<file path="config.mk">
export PLATFORM = sky130hd
export DESIGN_NAME = bdc_control
export DESIGN_NICKNAME = d
export VERILOG_FILES = /design/src/bdc_pkg.sv /design/src/bdc_ramp.sv /design/src/bdc_control.sv
export VERILOG_INCLUDE_DIRS = /design/src /design/src/src
export SDC_FILE = /design/constraint.sdc
export NUM_CORES = 1
export LEC_CHECK = 0
export ABC_AREA = 1
export BUFFER_PORTS_ARGS = -buffer_cell sky130_fd_sc_hd__buf_2
export CAP_MARGIN = 5
export CELL_PAD_IN_SITES_DETAIL_PLACEMENT = 0
export CELL_PAD_IN_SITES_GLOBAL_PLACEMENT = 2
export CORE_ASPECT_RATIO = 0.6
export CORE_UTILIZATION = 34
export DETAILED_ROUTE_END_ITERATION = 16
export HOLD_SLACK_MARGIN = 0.1
export PLACE_DENSITY_LB_ADDON = 0.2
export SLEW_MARGIN = 20
export SYNTH_ARGS = -nofsm -noshare
export SYNTH_HDL_FRONTEND = slang
export SYNTH_HIERARCHICAL = 1
export SYNTH_SLANG_ARGS = --single-unit
</file>
<file path="constraint.sdc">
create_clock -name core_clk -period 4.4 [get_ports core_clk]
set_input_delay 0.88 -clock core_clk [delete_from_list [all_inputs] [get_ports core_clk]]
set_output_delay 0.88 -clock core_clk [all_outputs]
set_load 0.02 [all_outputs]
</file>
<file path="src/bdc_consts.svh">
// Constants for the buck regulator voltage control block.
// Assumes a 50 MHz core clock; included by bare name.
`ifndef BDC_CONSTS_SVH
`define BDC_CONSTS_SVH
`define BDC_NCONV 6
`define BDC_VW 8
`define BDC_CLK_NS 20
`define BDC_SOFT_START_US 3000
`define BDC_SOFT_START_CYC ((`BDC_SOFT_START_US * 1000) / `BDC_CLK_NS)
`define BDC_STEP_MV 10
`define BDC_SLEW_NS_BASE 500
`define BDC_FLOOR_CODE 8'h46
`define BDC_SLOT_ZERO 4'h0
`define BDC_SEQ_W 4
`define BDC_CORE1 0
`define BDC_CORE2 1
`define BDC_PRO 2
`define BDC_MEM 3
`define BDC_IO 4
`define BDC_SENSE_DIFF 3'h0
`endif

</file>
<file path="src/bdc_pkg.sv">
// Types for the buck regulator voltage control block.
// Assumes bdc_consts.svh is included by every user.
package bdc_pkg;
  typedef enum logic [1:0] {
    BDC_MODE_AUTO = 2'h0,
    BDC_MODE_PWM = 2'h1,
    BDC_MODE_PFM = 2'h2
  } bdc_mode_e;
  typedef enum logic [2:0] {
    BDC_ST_IDLE = 3'h1,
    BDC_ST_SOFT = 3'h2,
    BDC_ST_RAMP = 3'h4
  } bdc_state_e;
  typedef struct packed {
    logic [7:0] target;
    logic [7:0] level;
    logic busy;
    logic pfm;
  } bdc_ramp_s;
endpackage

</file>
<file path="src/bdc_ramp.sv">
// One converter's soft-start and slew ramp towards a target code.
// Assumes a shared slew tick pulse from the parent.
`include "bdc_consts.svh"
module bdc_ramp (
  input wire logic core_clk,
  input wire logic srst,
  input wire logic enable,
  input wire logic softStartOn,
  input wire logic slewTick,
  input wire logic [7:0] target,
  output bdc_pkg::bdc_ramp_s status,
  output logic softLimit
);
  bdc_pkg::bdc_state_e state_q;
  logic [7:0] level_q;
  logic pfm_q;
  logic [31:0] softCnt_q;
  logic [7:0] goal;
  // Ramps down stop at the floor; below it only PFM is allowed
  assign goal = (target < `BDC_FLOOR_CODE && level_q >= `BDC_FLOOR_CODE) ?
                `BDC_FLOOR_CODE : target;
  always_ff @(posedge core_clk) begin
    if (srst || !enable) begin
      state_q <= bdc_pkg::BDC_ST_IDLE;
      softCnt_q <= 32'h0;
    end else begin
      case (state_q)
        bdc_pkg::BDC_ST_IDLE: begin
          state_q <= softStartOn ? bdc_pkg::BDC_ST_SOFT : bdc_pkg::BDC_ST_RAMP;
          softCnt_q <= 32'h0;
        end
        bdc_pkg::BDC_ST_SOFT: begin
          softCnt_q <= softCnt_q + 32'h1;
          if (softCnt_q >= `BDC_SOFT_START_CYC - 1) begin
            state_q <= bdc_pkg::BDC_ST_RAMP;
          end
        end
        bdc_pkg::BDC_ST_RAMP: state_q <= bdc_pkg::BDC_ST_RAMP;
        default: state_q <= bdc_pkg::BDC_ST_IDLE;
      endcase
    end
  end
  always_ff @(posedge core_clk) begin
    if (srst) begin
      level_q <= 8'h0;
    end else if (!enable) begin
      level_q <= target;
    end else if (state_q != bdc_pkg::BDC_ST_RAMP) begin
      level_q <= target;
    end else if (slewTick && level_q < goal) begin
      level_q <= level_q + 8'h1;
    end else if (slewTick && level_q > goal) begin
      level_q <= level_q - 8'h1;
    end
  end
  always_ff @(posedge core_clk) begin
    if (srst) begin
      pfm_q <= 1'b0;
    end else begin
      pfm_q <= target < `BDC_FLOOR_CODE;
    end
  end
  assign softLimit = state_q == bdc_pkg::BDC_ST_SOFT;
  assign status.target = target;
  assign status.level = level_q;
  assign status.busy = enable && state_q == bdc_pkg::BDC_ST_RAMP && level_q != goal;
  assign status.pfm = pfm_q;
endmodule

</file>
<file path="src/bdc_control.sv">
// Control for six step-down converters: enables, voltage select, slew, modes,
// sequencer and input-driven updates, merge and termination options.
// Assumes all inputs synchronous to core_clk; sequencer pulses last one cycle.
// Function
// - Soft-start limits current for 3 ms after enable when selected.
// - Voltage targets programmable in 10 mV code steps.
// - Ready pin asserted while slewing; ramp done event when all finish.
// - Reductions below 0.7 V stop at 0.7 V and force PFM.
// - Selected register write ramps now; unselected waits for select toggle.
// - Shared slew rate 10 mV per 4, 2, 1 or 0.5 us.
// - Per-converter mode: forced PWM, forced PFM or automatic.
// - Enable and select writes apply unless a join option locks the rail; reads show actual state.
// - Sequencer IDs; default reload when power-up sequencer passes slot 0.
// - Power-up slot match clears select bit, ramp to setting A.
// - Power-down disables, or stay-on converters set select for B.
// - Input 1, 2 or 13 may drive enable and voltage select.
// - Input edge updates enabled regulators and clears its event bit.
// - Register write colliding with input update is delayed and wins.
// - Sequencer leaves input-controlled settings untouched.
// - Reset power state disables every converter.
// - Full-current option doubles current limit, raises capability to 2500 mA.
// - Dual-phase join ignores core two enable, select and setting writes; discharge off still works.
// - Sense select 0b000 enables remote sensing in dual-phase join; pin choice control.
// - Core two switches on inverted clock of core one.
// - Termination tracking, reference output, else event and comparator state.
// - Memory/io join disables io enable, select and setting writes and doubles memory limit.
`include "bdc_consts.svh"
module bdc_control (
  input wire logic core_clk,
  input wire logic srst,
  input wire logic [5:0] wrEnable,
  input wire logic [5:0] wrEnableVal,
  input wire logic [5:0] wrSelect,
  input wire logic [5:0] wrSelectVal,
  input wire logic [5:0] wrSettingA,
  input wire logic [5:0] wrSettingB,
  input wire logic [7:0] wrVoltage,
  input wire logic [1:0] slewRate,
  input wire logic softStartEn,
  input wire logic [11:0] modeSel,
  input wire logic [5:0] stayOnAtPowerdown,
  input wire logic [23:0] seqId,
  input wire logic defaultReloadOption,
  input wire logic [47:0] defaultVoltage,
  input wire logic seqPowerUp,
  input wire logic seqPowerDown,
  input wire logic [3:0] seqSlot,
  input wire logic enterResetState,
  input wire logic [5:0] inputDrivenOnOff,
  input wire logic [5:0] inputDrivenVoltageSelect,
  input wire logic [11:0] inputSource,
  input wire logic inputOne,
  input wire logic inputTwo,
  input wire logic inputThirteen,
  input wire logic feedbackPinOneReady,
  input wire logic rampDoneClear,
  input wire logic rampDoneMask,
  input wire logic [2:0] fullCurrent,
  input wire logic dualPhaseJoin,
  input wire logic [2:0] coreOneSenseSelect,
  input wire logic remoteSensePinChoice,
  input wire logic terminationTrackingEnable,
  input wire logic terminationReferenceEnable,
  input wire logic comparatorState,
  input wire logic memoryIoJoin,
  input wire logic [5:0] dischargeResistorOff,
  input wire logic phaseClock,
  output logic [5:0] enableState,
  output logic [5:0] selectState,
  output logic [47:0] voltageLevel,
  output logic [11:0] modeOut,
  output logic [5:0] softLimit,
  output logic [5:0] limitDouble,
  output logic [5:0] dischargeOn,
  output logic feedbackPinOne,
  output logic voltageRampDoneEvent,
  output logic rampIrq,
  output logic [2:0] inputEventClear,
  output logic remoteSenseOn,
  output logic senseOnCorePin,
  output logic coreTwoClock,
  output logic halfSenseTrack,
  output logic referenceDrive,
  output logic terminationSensePin,
  output logic terminationReferencePin
);
  logic [5:0] en_q;
  logic [5:0] sel_q;
  logic [7:0] setA_q [`BDC_NCONV];
  logic [7:0] setB_q [`BDC_NCONV];
  logic [2:0] inPrev_q;
  logic [2:0] inNow;
  logic [2:0] inEdge;
  logic [5:0] hold_q;
  logic [5:0] holdEnVal_q;
  logic [5:0] holdSelVal_q;
  logic [5:0] holdSelWr_q;
  logic [9:0] slewCnt_q;
  logic [9:0] slewLimit;
  logic slewTick;
  logic [5:0] busy;
  logic [5:0] writable;
  logic [5:0] hwUpd;
  logic [5:0] hwLevel;
  logic anyBusy_q;
  logic rampDone_q;
  logic [5:0] slotMatch;

  // Rail may be touched by software; join options lock some out
  function automatic logic railWritable(input int i, input logic dp, input logic mj);
    railWritable = !((i == `BDC_CORE2 && dp) || (i == `BDC_IO && mj));
  endfunction

  function automatic logic pickInput(input logic [1:0] src, input logic [2:0] v);
    case (src)
      2'h0: pickInput = v[0];
      2'h1: pickInput = v[1];
      2'h2: pickInput = v[2];
      default: pickInput = 1'b0;
    endcase
  endfunction

  assign inNow = {inputThirteen, inputTwo, inputOne};
  assign inEdge = inNow ^ inPrev_q;
  assign inputEventClear = inEdge;
  always_ff @(posedge core_clk) begin
    if (srst) begin
      inPrev_q <= 3'h0;
    end else begin
      inPrev_q <= inNow;
    end
  end

  // Shared slew divider: 25 cycles per 0.5 us doubled per setting
  assign slewLimit = 10'((`BDC_SLEW_NS_BASE / `BDC_CLK_NS) << slewRate) - 10'h1;
  assign slewTick = slewCnt_q == slewLimit;
  always_ff @(posedge core_clk) begin
    if (srst || slewTick) begin
      slewCnt_q <= 10'h0;
    end else begin
      slewCnt_q <= slewCnt_q + 10'h1;
    end
  end

  genvar g;
  generate
    for (g = 0; g < `BDC_NCONV; g++) begin : gConv
      bdc_pkg::bdc_ramp_s st;
      logic [7:0] tgt;
      logic [1:0] src;
      assign src = inputSource[2*g +: 2];
      assign writable[g] = railWritable(g, dualPhaseJoin, memoryIoJoin);
      assign hwLevel[g] = pickInput(src, inNow);
      assign hwUpd[g] = pickInput(src, inEdge) &&
                        (inputDrivenOnOff[g] || inputDrivenVoltageSelect[g]);
      assign slotMatch[g] = seqId[4*g +: 4] == seqSlot;
      // Select picks live target, so a select write ramps at once
      assign tgt = sel_q[g] ? setB_q[g] : setA_q[g];
      bdc_ramp uRamp (
        .core_clk(core_clk),
        .srst(srst),
        .enable(en_q[g]),
        .softStartOn(softStartEn),
        .slewTick(slewTick),
        .target(tgt),
        .status(st),
        .softLimit(softLimit[g])
      );
      assign busy[g] = st.busy;
      assign voltageLevel[8*g +: 8] = st.level;
      // Forced modes pass; floor crossing overrides to PFM
      assign modeOut[2*g +: 2] = st.pfm ? 2'(bdc_pkg::BDC_MODE_PFM) :
                                 modeSel[2*g +: 2];

      always_ff @(posedge core_clk) begin
        if (srst) begin
          setA_q[g] <= 8'h0;
          setB_q[g] <= 8'h0;
        end else if (seqPowerUp && seqSlot == `BDC_SLOT_ZERO && defaultReloadOption &&
                     !inputDrivenVoltageSelect[g]) begin
          setA_q[g] <= defaultVoltage[8*g +: 8];
        end else if (writable[g]) begin
          if (wrSettingA[g]) setA_q[g] <= wrVoltage;
          if (wrSettingB[g]) setB_q[g] <= wrVoltage;
        end
      end

      // Write colliding with input update is parked one cycle
      always_ff @(posedge core_clk) begin
        if (srst) begin
          hold_q[g] <= 1'b0;
          holdEnVal_q[g] <= 1'b0;
          holdSelVal_q[g] <= 1'b0;
          holdSelWr_q[g] <= 1'b0;
        end else begin
          hold_q[g] <= hwUpd[g] && writable[g] && (wrEnable[g] || wrSelect[g]);
          // Select-only write must not undo the input-driven enable
          holdEnVal_q[g] <= wrEnable[g] ? wrEnableVal[g] :
                            (inputDrivenOnOff[g] ? hwLevel[g] : en_q[g]);
          holdSelVal_q[g] <= wrSelectVal[g];
          holdSelWr_q[g] <= wrSelect[g];
        end
      end

      always_ff @(posedge core_clk) begin
        if (srst || enterResetState) begin
          en_q[g] <= 1'b0;
        end else if (hold_q[g]) begin
          en_q[g] <= holdEnVal_q[g];
        end else if (hwUpd[g] && inputDrivenOnOff[g]) begin
          en_q[g] <= hwLevel[g];
        end else if (wrEnable[g] && writable[g]) begin
          en_q[g] <= wrEnableVal[g];
        end else if (seqPowerDown && slotMatch[g] && !inputDrivenOnOff[g] &&
                     !stayOnAtPowerdown[g]) begin
          en_q[g] <= 1'b0;
        end
      end

      always_ff @(posedge core_clk) begin
        if (srst) begin
          sel_q[g] <= 1'b0;
        end else if (hold_q[g] && holdSelWr_q[g]) begin
          sel_q[g] <= holdSelVal_q[g];
        end else if (hwUpd[g] && inputDrivenVoltageSelect[g]) begin
          sel_q[g] <= hwLevel[g];
        end else if (wrSelect[g] && writable[g]) begin
          sel_q[g] <= wrSelectVal[g];
        end else if (seqPowerUp && slotMatch[g] && !inputDrivenVoltageSelect[g]) begin
          sel_q[g] <= 1'b0;
        end else if (seqPowerDown && slotMatch[g] && stayOnAtPowerdown[g] &&
                     !inputDrivenVoltageSelect[g]) begin
          sel_q[g] <= 1'b1;
        end
      end

      assign dischargeOn[g] = !en_q[g] && !dischargeResistorOff[g];
    end
  endgenerate

  assign enableState = en_q;
  assign selectState = sel_q;

  // Current limit doubling for full-current and merged memory rail
  assign limitDouble = {1'b0, 1'b0, memoryIoJoin,
                        fullCurrent[2], fullCurrent[1], fullCurrent[0]};

  assign feedbackPinOne = feedbackPinOneReady && (|busy);
  always_ff @(posedge core_clk) begin
    if (srst) begin
      anyBusy_q <= 1'b0;
    end else begin
      anyBusy_q <= |busy;
    end
  end
  // Set wins over a clear arriving in the same cycle
  always_ff @(posedge core_clk) begin
    if (srst) begin
      rampDone_q <= 1'b0;
    end else if (feedbackPinOneReady && anyBusy_q && !(|busy)) begin
      rampDone_q <= 1'b1;
    end else if (rampDoneClear) begin
      rampDone_q <= 1'b0;
    end
  end
  assign voltageRampDoneEvent = rampDone_q;
  assign rampIrq = rampDone_q && !rampDoneMask;

  assign remoteSenseOn = dualPhaseJoin && coreOneSenseSelect == `BDC_SENSE_DIFF;
  assign senseOnCorePin = !remoteSensePinChoice;
  assign coreTwoClock = ~phaseClock;
  assign halfSenseTrack = terminationTrackingEnable;
  assign referenceDrive = terminationReferenceEnable;
  // Pins double as status outputs when no reference is needed
  assign terminationSensePin = !terminationReferenceEnable && inputTwo;
  assign terminationReferencePin = !terminationReferenceEnable && comparatorState;
endmodule

</file>
==> results of run 1 <==
-- area by class of cell --
| class | count | area (µm²) | share of cell area, % |
|---|---|---|---|
| Timing Repair Buffer | 362 | 2020 | 6.47 |
| Inverter | 450 | 1690 | 5.40 |
| Clock inverter | 27 | 282 | 0.901 |
| Antenna cell | 1 | 2.50 | 0.00800 |
| Tap cell | 1053 | 1320 | 4.21 |
| Sequential cell | 411 | 9210 | 29.5 |
| Clock buffer | 59 | 1310 | 4.20 |
| Multi-Input combinational cell | 2902 | 15400 | 49.3 |
-- repair_timing --
action,in CTS,in global routing
setup buffers,16,12
gates resized for setup,51,17
pin swaps,10,18
setup endpoints to repair,1,1
hold buffers,0,0
-- power breakdown --
group / internal [mW] / switching [mW] / leakage [nW]
combinational: 0.609 / 1.03 / 8.25
clock: 2.41 / 1.78 / 0.775
sequential: 4.02 / 0.142 / 3.55
total: 7.04 / 2.95 / 12.6
-- per-layer routing --
metal,vias up,track usage (%)
met5,-,0.980
li1,13600,-
met4,6,5.20
met2,722,30.8
met1,12200,38.0
met3,99,5.17
-- critical path, cell delays in order, from the launching register on --
cell	delay [ps]
dfxtp_4	410
buf_4	170
mux2_2	380
a21oi_2	200
nand2_2	90
inv_2	100
nor2_2	40
ha_1	280
nand2_2	70
nor2_4	110
nand4_1	150
inv_2	110
nor2_4	40
nor2_4	220
and3_4	300
inv_2	50
nand2_1	50
inv_1	40
buf_6	120
-- state kept, by name, summed over array words and instances, names as in the netlist --
signal / cells
setA_q: 48
selectState: 6
gConv.uRamp/state_q: 18
setB_q: 48
holdEnVal_q: 6
gConv.uRamp/softCnt_q: 192
slewCnt_q: 10
inPrev_q: 3
enableState: 6
holdSelWr_q: 6
gConv.uRamp/level_q: 48
gConv.uRamp/pfm_q: 6
hold_q: 6
anyBusy_q: 1
voltageRampDoneEvent: 1
holdSelVal_q: 6
-- stage by stage --
stage	cells	hold slack (ps)	power, mW
CTS	5252	448	10.1
global route	5264	472	10.5
finish	5265	485	9.99
detailed placement	5150	475	5.79
floorplan	3868	442	5.21
global placement	5150	470	5.81
-- how the worst min path moves through the flow --
stage,from,end,slack (ps),cells past startpoint
after global routing,wrSelectVal[0],holdSelVal_q[0]$_SDFF_PP0_,470,3
after floorplan,anyBusy_q$_SDFF_PP0_,voltageRampDoneEvent$_SDFFE_PP0P_,440,2
after detailed placement,gConv[1].uRamp/softCnt_q[0]$_SDFFE_PP0P_,gConv[1].uRamp/softCnt_q[0]$_SDFFE_PP0P_,470,1
final,gConv[4].uRamp/softCnt_q[1]$_SDFFE_PP0P_,gConv[4].uRamp/softCnt_q[1]$_SDFFE_PP0P_,480,2
after global placement,gConv[0].uRamp/softCnt_q[0]$_SDFFE_PP0P_,gConv[0].uRamp/softCnt_q[0]$_SDFFE_PP0P_,470,1
after CTS,wrSelectVal[0],holdSelVal_q[0]$_SDFF_PP0_,450,3
==> metrics.md, run 1 <==
| Metric | Value |
|---|---|
| Setup repair after global routing missed its margin | `yes` |
| Power per cell area | `320 nW/µm²` |
| Post-Synthesis Cell Area | `roughly 27000 µm²` |
| Critical Path Fanout Max | `6` |
| Worst reg2reg startpoint | `selectState[0]$_SDFFE_PP0P_` |
| Die height | `219 µm` |
| Post-DP Area | `just under 30000 µm²` |
| WL final | `95400 µm` |
| First-pass GRT wire length | `147000 µm` |
| Die Area | `~80000 µm²` |
| CTS sink count | `411` |
| Worst Setup EP | `feedbackPinOne` |
| Routed WL per cell | `18.1 µm` |
| Share of cells above drive strength 1 | `16.2%` |
| DR top layer | `met5` |
| Initial antenna violation count | `5` |
| Setup crit start kind | `flip-flop` |
| Clock buffer count from CTS | `between 40 and 50` |
| Worst slew pin tran | `1120 ps` |
| Final hold violation count | `0` |
| R2R Setup Slk | `470 ps` |
| Clock Root Buffer | `clkbuf_16` |
| Post-route ant nets | `0` |
| Vias in the first global route | `24200` |
| TritonCTS clock tree | `yes` |
| Synthesis warning total | `6` |
| Starting Density | `roughly a third` |
| IO Pins | `299` |
| Pin count of the biggest net entering global routing | `29` |
| Met2 WL post-DR | `35200 µm` |
| Worst R2R End | `gConv[0].uRamp/level_q[5]$_SDFFE_PP0P_` |
| Hold Path Class | `flip-flop to flip-flop` |
| DP Wirelength | `73000 µm` |
| DIE WIDTH | `approximately 360 µm` |
| H-tree Lvls | `2` |
| Fmax | `226 MHz` |
| Status | `finished, violations left` |
| Routed vias/inst | `5.06` |
| Grt ovf | `0` |
| Crit path kind | `flip-flop to output pin` |
| GR Util All Layers | `23.7%` |
| Pre-antenna DRT Iters | `7` |
| Most frequent cells in the layout | `nand2_1 (869), nor2_1 (497), inv_1 (422)` |
| Period minus WS final | `4420 ps` |
| DRT iter0 DRCs | `2286` |
| Buffers on Ports | `288` |
| Max_slew headroom | `25.3%` |
| Setup WS post-layout | `-16.3 ps` |
| Clk_lat worst skew | `610 ps` |
| Peak supply drop | `0.234 mV` |
| Clk pin slew, worst setup/hold paths | `70 ps` |
| FILL cells | `8321` |
| Slew Limit Fails | `0` |
| M1 wire length | `51100 µm` |
| Vias | `26700` |
| DP Worst Slack | `-244 ps` |
| Worst EP required | `3520 ps` |
| Final period utilization | `100%` |
| FF-to-FF path depth | `21` |
| GPL Wtd Cong | `~0.85` |
| CP arrival | `3540 ps` |
| Worst setup EP type | `output pin` |
| Post-Route Skew | `10.8 ps` |
| Clock tree buffer depth | `3` |
| Final setup TNS | `-16.3 ps` |
| Fin area | `31300 µm²` |
| Max_cap viols | `0` |
| Met3 wire len | `7130 µm` |
| Syn Inst Count | `about 3900` |
| Most common cell after layout, fill and taps aside | `nand2_1` |
| Final setup viols | `1` |
| Core region area | `77600 µm²` |
| Area growth syn-to-layout | `17.1%` |
| Final net count | `between 4000 and 5000` |
| Post-route DRC | `0` |
| # rows | `approximately 80` |
| Post-synthesis average cell area | `6.90 µm²` |
| Failing checks | `setup timing` |
| CP startpoint | `selectState[4]$_SDFFE_PP0P_` |
| Lkg Pwr | `roughly 13 nW` |
| Post-layout util | `40.3%` |
Power figures use the tool's default switching activity.
==> run 2: changes to the inputs <==
- CORE_UTILIZATION: 34 -> 33
- SYNTH_HIERARCHICAL: 1 -> not set
==> metrics.md, run 2 <==
| Metric | Value |
|---|---|
| Vias | `approximately 25000` |
| Worst R2R End | `gConv[2].uRamp.level_q[5]$_SDFFE_PP0P_` |
| Post-Synthesis Cell Area | `between 20000 and 30000 µm²` |
| GPL Wtd Cong | `0.862` |
| Grt ovf | `0` |
| Pre-antenna DRT Iters | `5` |
| Post-route DRC | `0` |
| Seq/Total Area, Yosys | `36.0%` |
| Most common cell after layout, fill and taps aside | `nand2_1` |
| Critical path's top delay family | `simple AND/OR/NAND/NOR gates` |
| Die height | `218 µm` |
| CP arrival | `between 3000 and 4000 ps` |
| HP Start | `gConv[3].uRamp.softCnt_q[30]$_SDFFE_PP0P_` |
| Max_slew headroom | `11.5%` |
| Clock tree buffer depth | `3` |
| FF-to-FF path depth | `29` |
| Die Area | `around 80000 µm²` |
| Core region area | `76100 µm²` |
| Number of synthesized flops with an enable pin | `96` |
| Share of cells above drive strength 1 | `16.7%` |
| Starting Density | `33.6%` |
| Most used DFF post-synth | `dfxtp_1` |
| Clock Root Buffer | `clkbuf_16` |
| Final hold violation count | `0` |
| Final period utilization | `99.1%` |
| Final net count | `4334` |
| Slew Limit Fails | `0` |
| GR Util All Layers | `between 20 and 25%` |
| TritonCTS clock tree | `yes` |
| Post-route ant nets | `0` |
| Worst reg2reg startpoint | `selectState[2]$_SDFFE_PP0P_` |
| First-pass GRT wire length | `138000 µm` |
| CTS sink count | `411` |
| Max FFs per register | `about 190` |
| Critical Path Stages | `19` |
| Power per cell area | `327 nW/µm²` |
| IO Pins | `299` |
| Worst slew pin tran | `between 1000 and 1500 ps` |
| Setup crit start kind | `flip-flop` |
| Count leader, synth | `nand2_1` |
| Clock buffer count from CTS | `46` |
| Fmax | `229 MHz` |
| Min-Delay Path Depth | `2` |
| Biggest register | `gConv.uRamp.softCnt_q` |
| Post-Route Skew | `~14 ps` |
| Most frequent cells in the layout | `nand2_1 (835), inv_1 (413), nor2_1 (405)` |
| Clk_lat worst skew | `600 ps` |
| Critical Path Max Stage Delay | `420 ps` |
| # rows | `between 70 and 80` |
| DRT iter0 DRCs | `roughly 2100` |
| Area growth syn-to-layout | `19.2%` |
| Critical Path Fanout Max | `6` |
| FF+latch count, synth | `411` |
| Worst hold slack | `479 ps` |
| Max_cap viols | `0` |
| Crit path buf inv count | `3` |
| Crit-path cells | `inv_4, or2_4, o21ai_2, nand2_1, nor2_1, o21ai_1, a21boi_2, nand2_2, nand2_1, inv_2, ha_4, nand2_2, nor2_2, nand4_1, nand2_2, o21ai_4, nor4_4, nor2_2, buf_6` |
| Status | `complete, no violations` |
| Synth top area cells | `dfxtp_1 (25%), nand2_1 (13%), edfxtp_1 (11%), inv_1 (6.2%), nor2_1 (6.1%)` |
| Post-layout util | `between 40 and 50%` |
| DP Worst Slack | `-319 ps` |
| Syn Inst Count | `3681` |
| Ys async rst share | `0%` |
| WL final | `90300 µm` |
| Initial antenna violation count | `10` |
| Setup repair after global routing missed its margin | `yes` |
| Commonest cells in the netlist | `nand2_1 (853), inv_1 (421), nor2_1 (414)` |
| Crit path kind | `flip-flop to output pin` |
| Routed WL per cell | `17.8 µm` |
| Pin count of the biggest net entering global routing | `37` |
| DP Wirelength | `69100 µm` |
| Synth unique cells | `75` |
| R2R Setup Slk | `280 ps` |
| Worst EP required | `3520 ps` |
| Period minus WS final | `4360 ps` |
| Lkg Pwr | `12.6 nW` |
| Post-synthesis average cell area | `6.94 µm²` |
| CP startpoint | `selectState[0]$_SDFFE_PP0P_` |
| Largest area contributor in the netlist | `dfxtp_1` |
| H-tree Lvls | `2` |
| Cell mode on critical path | `nand2_2` |
| Worst Setup EP | `feedbackPinOne` |
| Peak supply drop | `about 0.24 mV` |
| Synthesis warning total | `0` |
| Buffers on Ports | `288` |
| Setup WS post-layout | `38.4 ps` |
| Hold Path Class | `flip-flop to flip-flop` |
| Worst setup EP type | `output pin` |
| Clk pin slew, worst setup/hold paths | `60 ps` |
| Vias in the first global route | `22700` |
| Post-synth top area share | `24.7%` |
| Final setup viols | `0` |
| Routed vias/inst | `about 5.0` |
| Slowest cell on crit path | `nor4_4` |
| DIE WIDTH | `361 µm` |
## run 2: worst register-to-register path, delay by kind of cell (launching register included)
family	cells	cell delay [ps]
AO/OA/AOI/OAI	5	780
adder cells (fa/ha/maj)	1	280
buffers and inverters	16	1930
flip-flops	1	360
AND/OR/NAND/NOR	7	700
## run 2: how the worst min path moves through the flow
stage                                                      to  slack, ps
floorplan           gConv[5].uRamp.softCnt_q[16]$_SDFFE_PP0P_        420
global placement    gConv[5].uRamp.softCnt_q[16]$_SDFFE_PP0P_        460
detailed placement  gConv[5].uRamp.softCnt_q[16]$_SDFFE_PP0P_        450
CTS                 gConv[5].uRamp.softCnt_q[16]$_SDFFE_PP0P_        470
global route        gConv[3].uRamp.softCnt_q[10]$_SDFFE_PP0P_        500
finish              gConv[3].uRamp.softCnt_q[30]$_SDFFE_PP0P_        480
## run 2: final cells by class
cell class	instances	area [µm²]
fill	8094	45700
multi-input combinational	2705	14400
sequential	411	9200
timing repair buffer	405	2370
inverter	463	1740
clock buffer	59	1290
tap	1000	1250
clock inverter	23	196
antenna	2	5.00
## run 2: kinds of logic (layout without fill, tap and decap cells)
kind of cell             after synthesis  count (layout)  share of synthesized area (%)
AO/OA/AOI/OAI                        700             700                           15.5
adder cells (fa/ha/maj)              106             106                           5.37
other                                  1               4                         0.0147
flip-flops                           411             411                           36.0
AND/OR/NAND/NOR                     1823            1823                           31.6
multiplexers                          18              18                          0.735
XOR/XNOR                              56              56                           1.98
buffers and inverters                566             950                           8.83
## run 2: where the power goes
part	internal, mW	leakage [nW]	switching [mW]
Clock	2.24	0.737	1.70
Sequential	4.02	3.55	0.136
Combinational	0.707	8.28	1.15
Total	6.97	12.6	2.99
## run 2: timing repair
item | 4_1_cts | 5_1_grt
pin swaps | 27 | 32
hold buffers | 0 | 0
gates resized for setup | 53 | 63
setup buffers | 49 | 17
endpoints found under the setup margin | 1 | 20
## run 2: routing by layer
layer	wire, µm	up-vias	part of all wire, %	GRT usage [%]
met4	1130	0	1.2	3.63
met3	5990	81	6.6	4.19
met1	49600	11600	55	37.2
met5	0	-	0	0
met2	33600	665	37	28.9
li1	-	13000	-	-
## run 2: through the flow
step	instances	power [mW]	setup TNS, ps	cell area (µm²)
2_1_floorplan	3682	5.26	0	25600
3_3_place_gp	4919	5.90	-481	28100
3_5_place_dp	4919	5.88	-319	28100
4_1_cts	5050	10.0	-44.1	30100
5_1_grt	5067	10.5	-305	30500
6_report	5068	9.96	0	30500
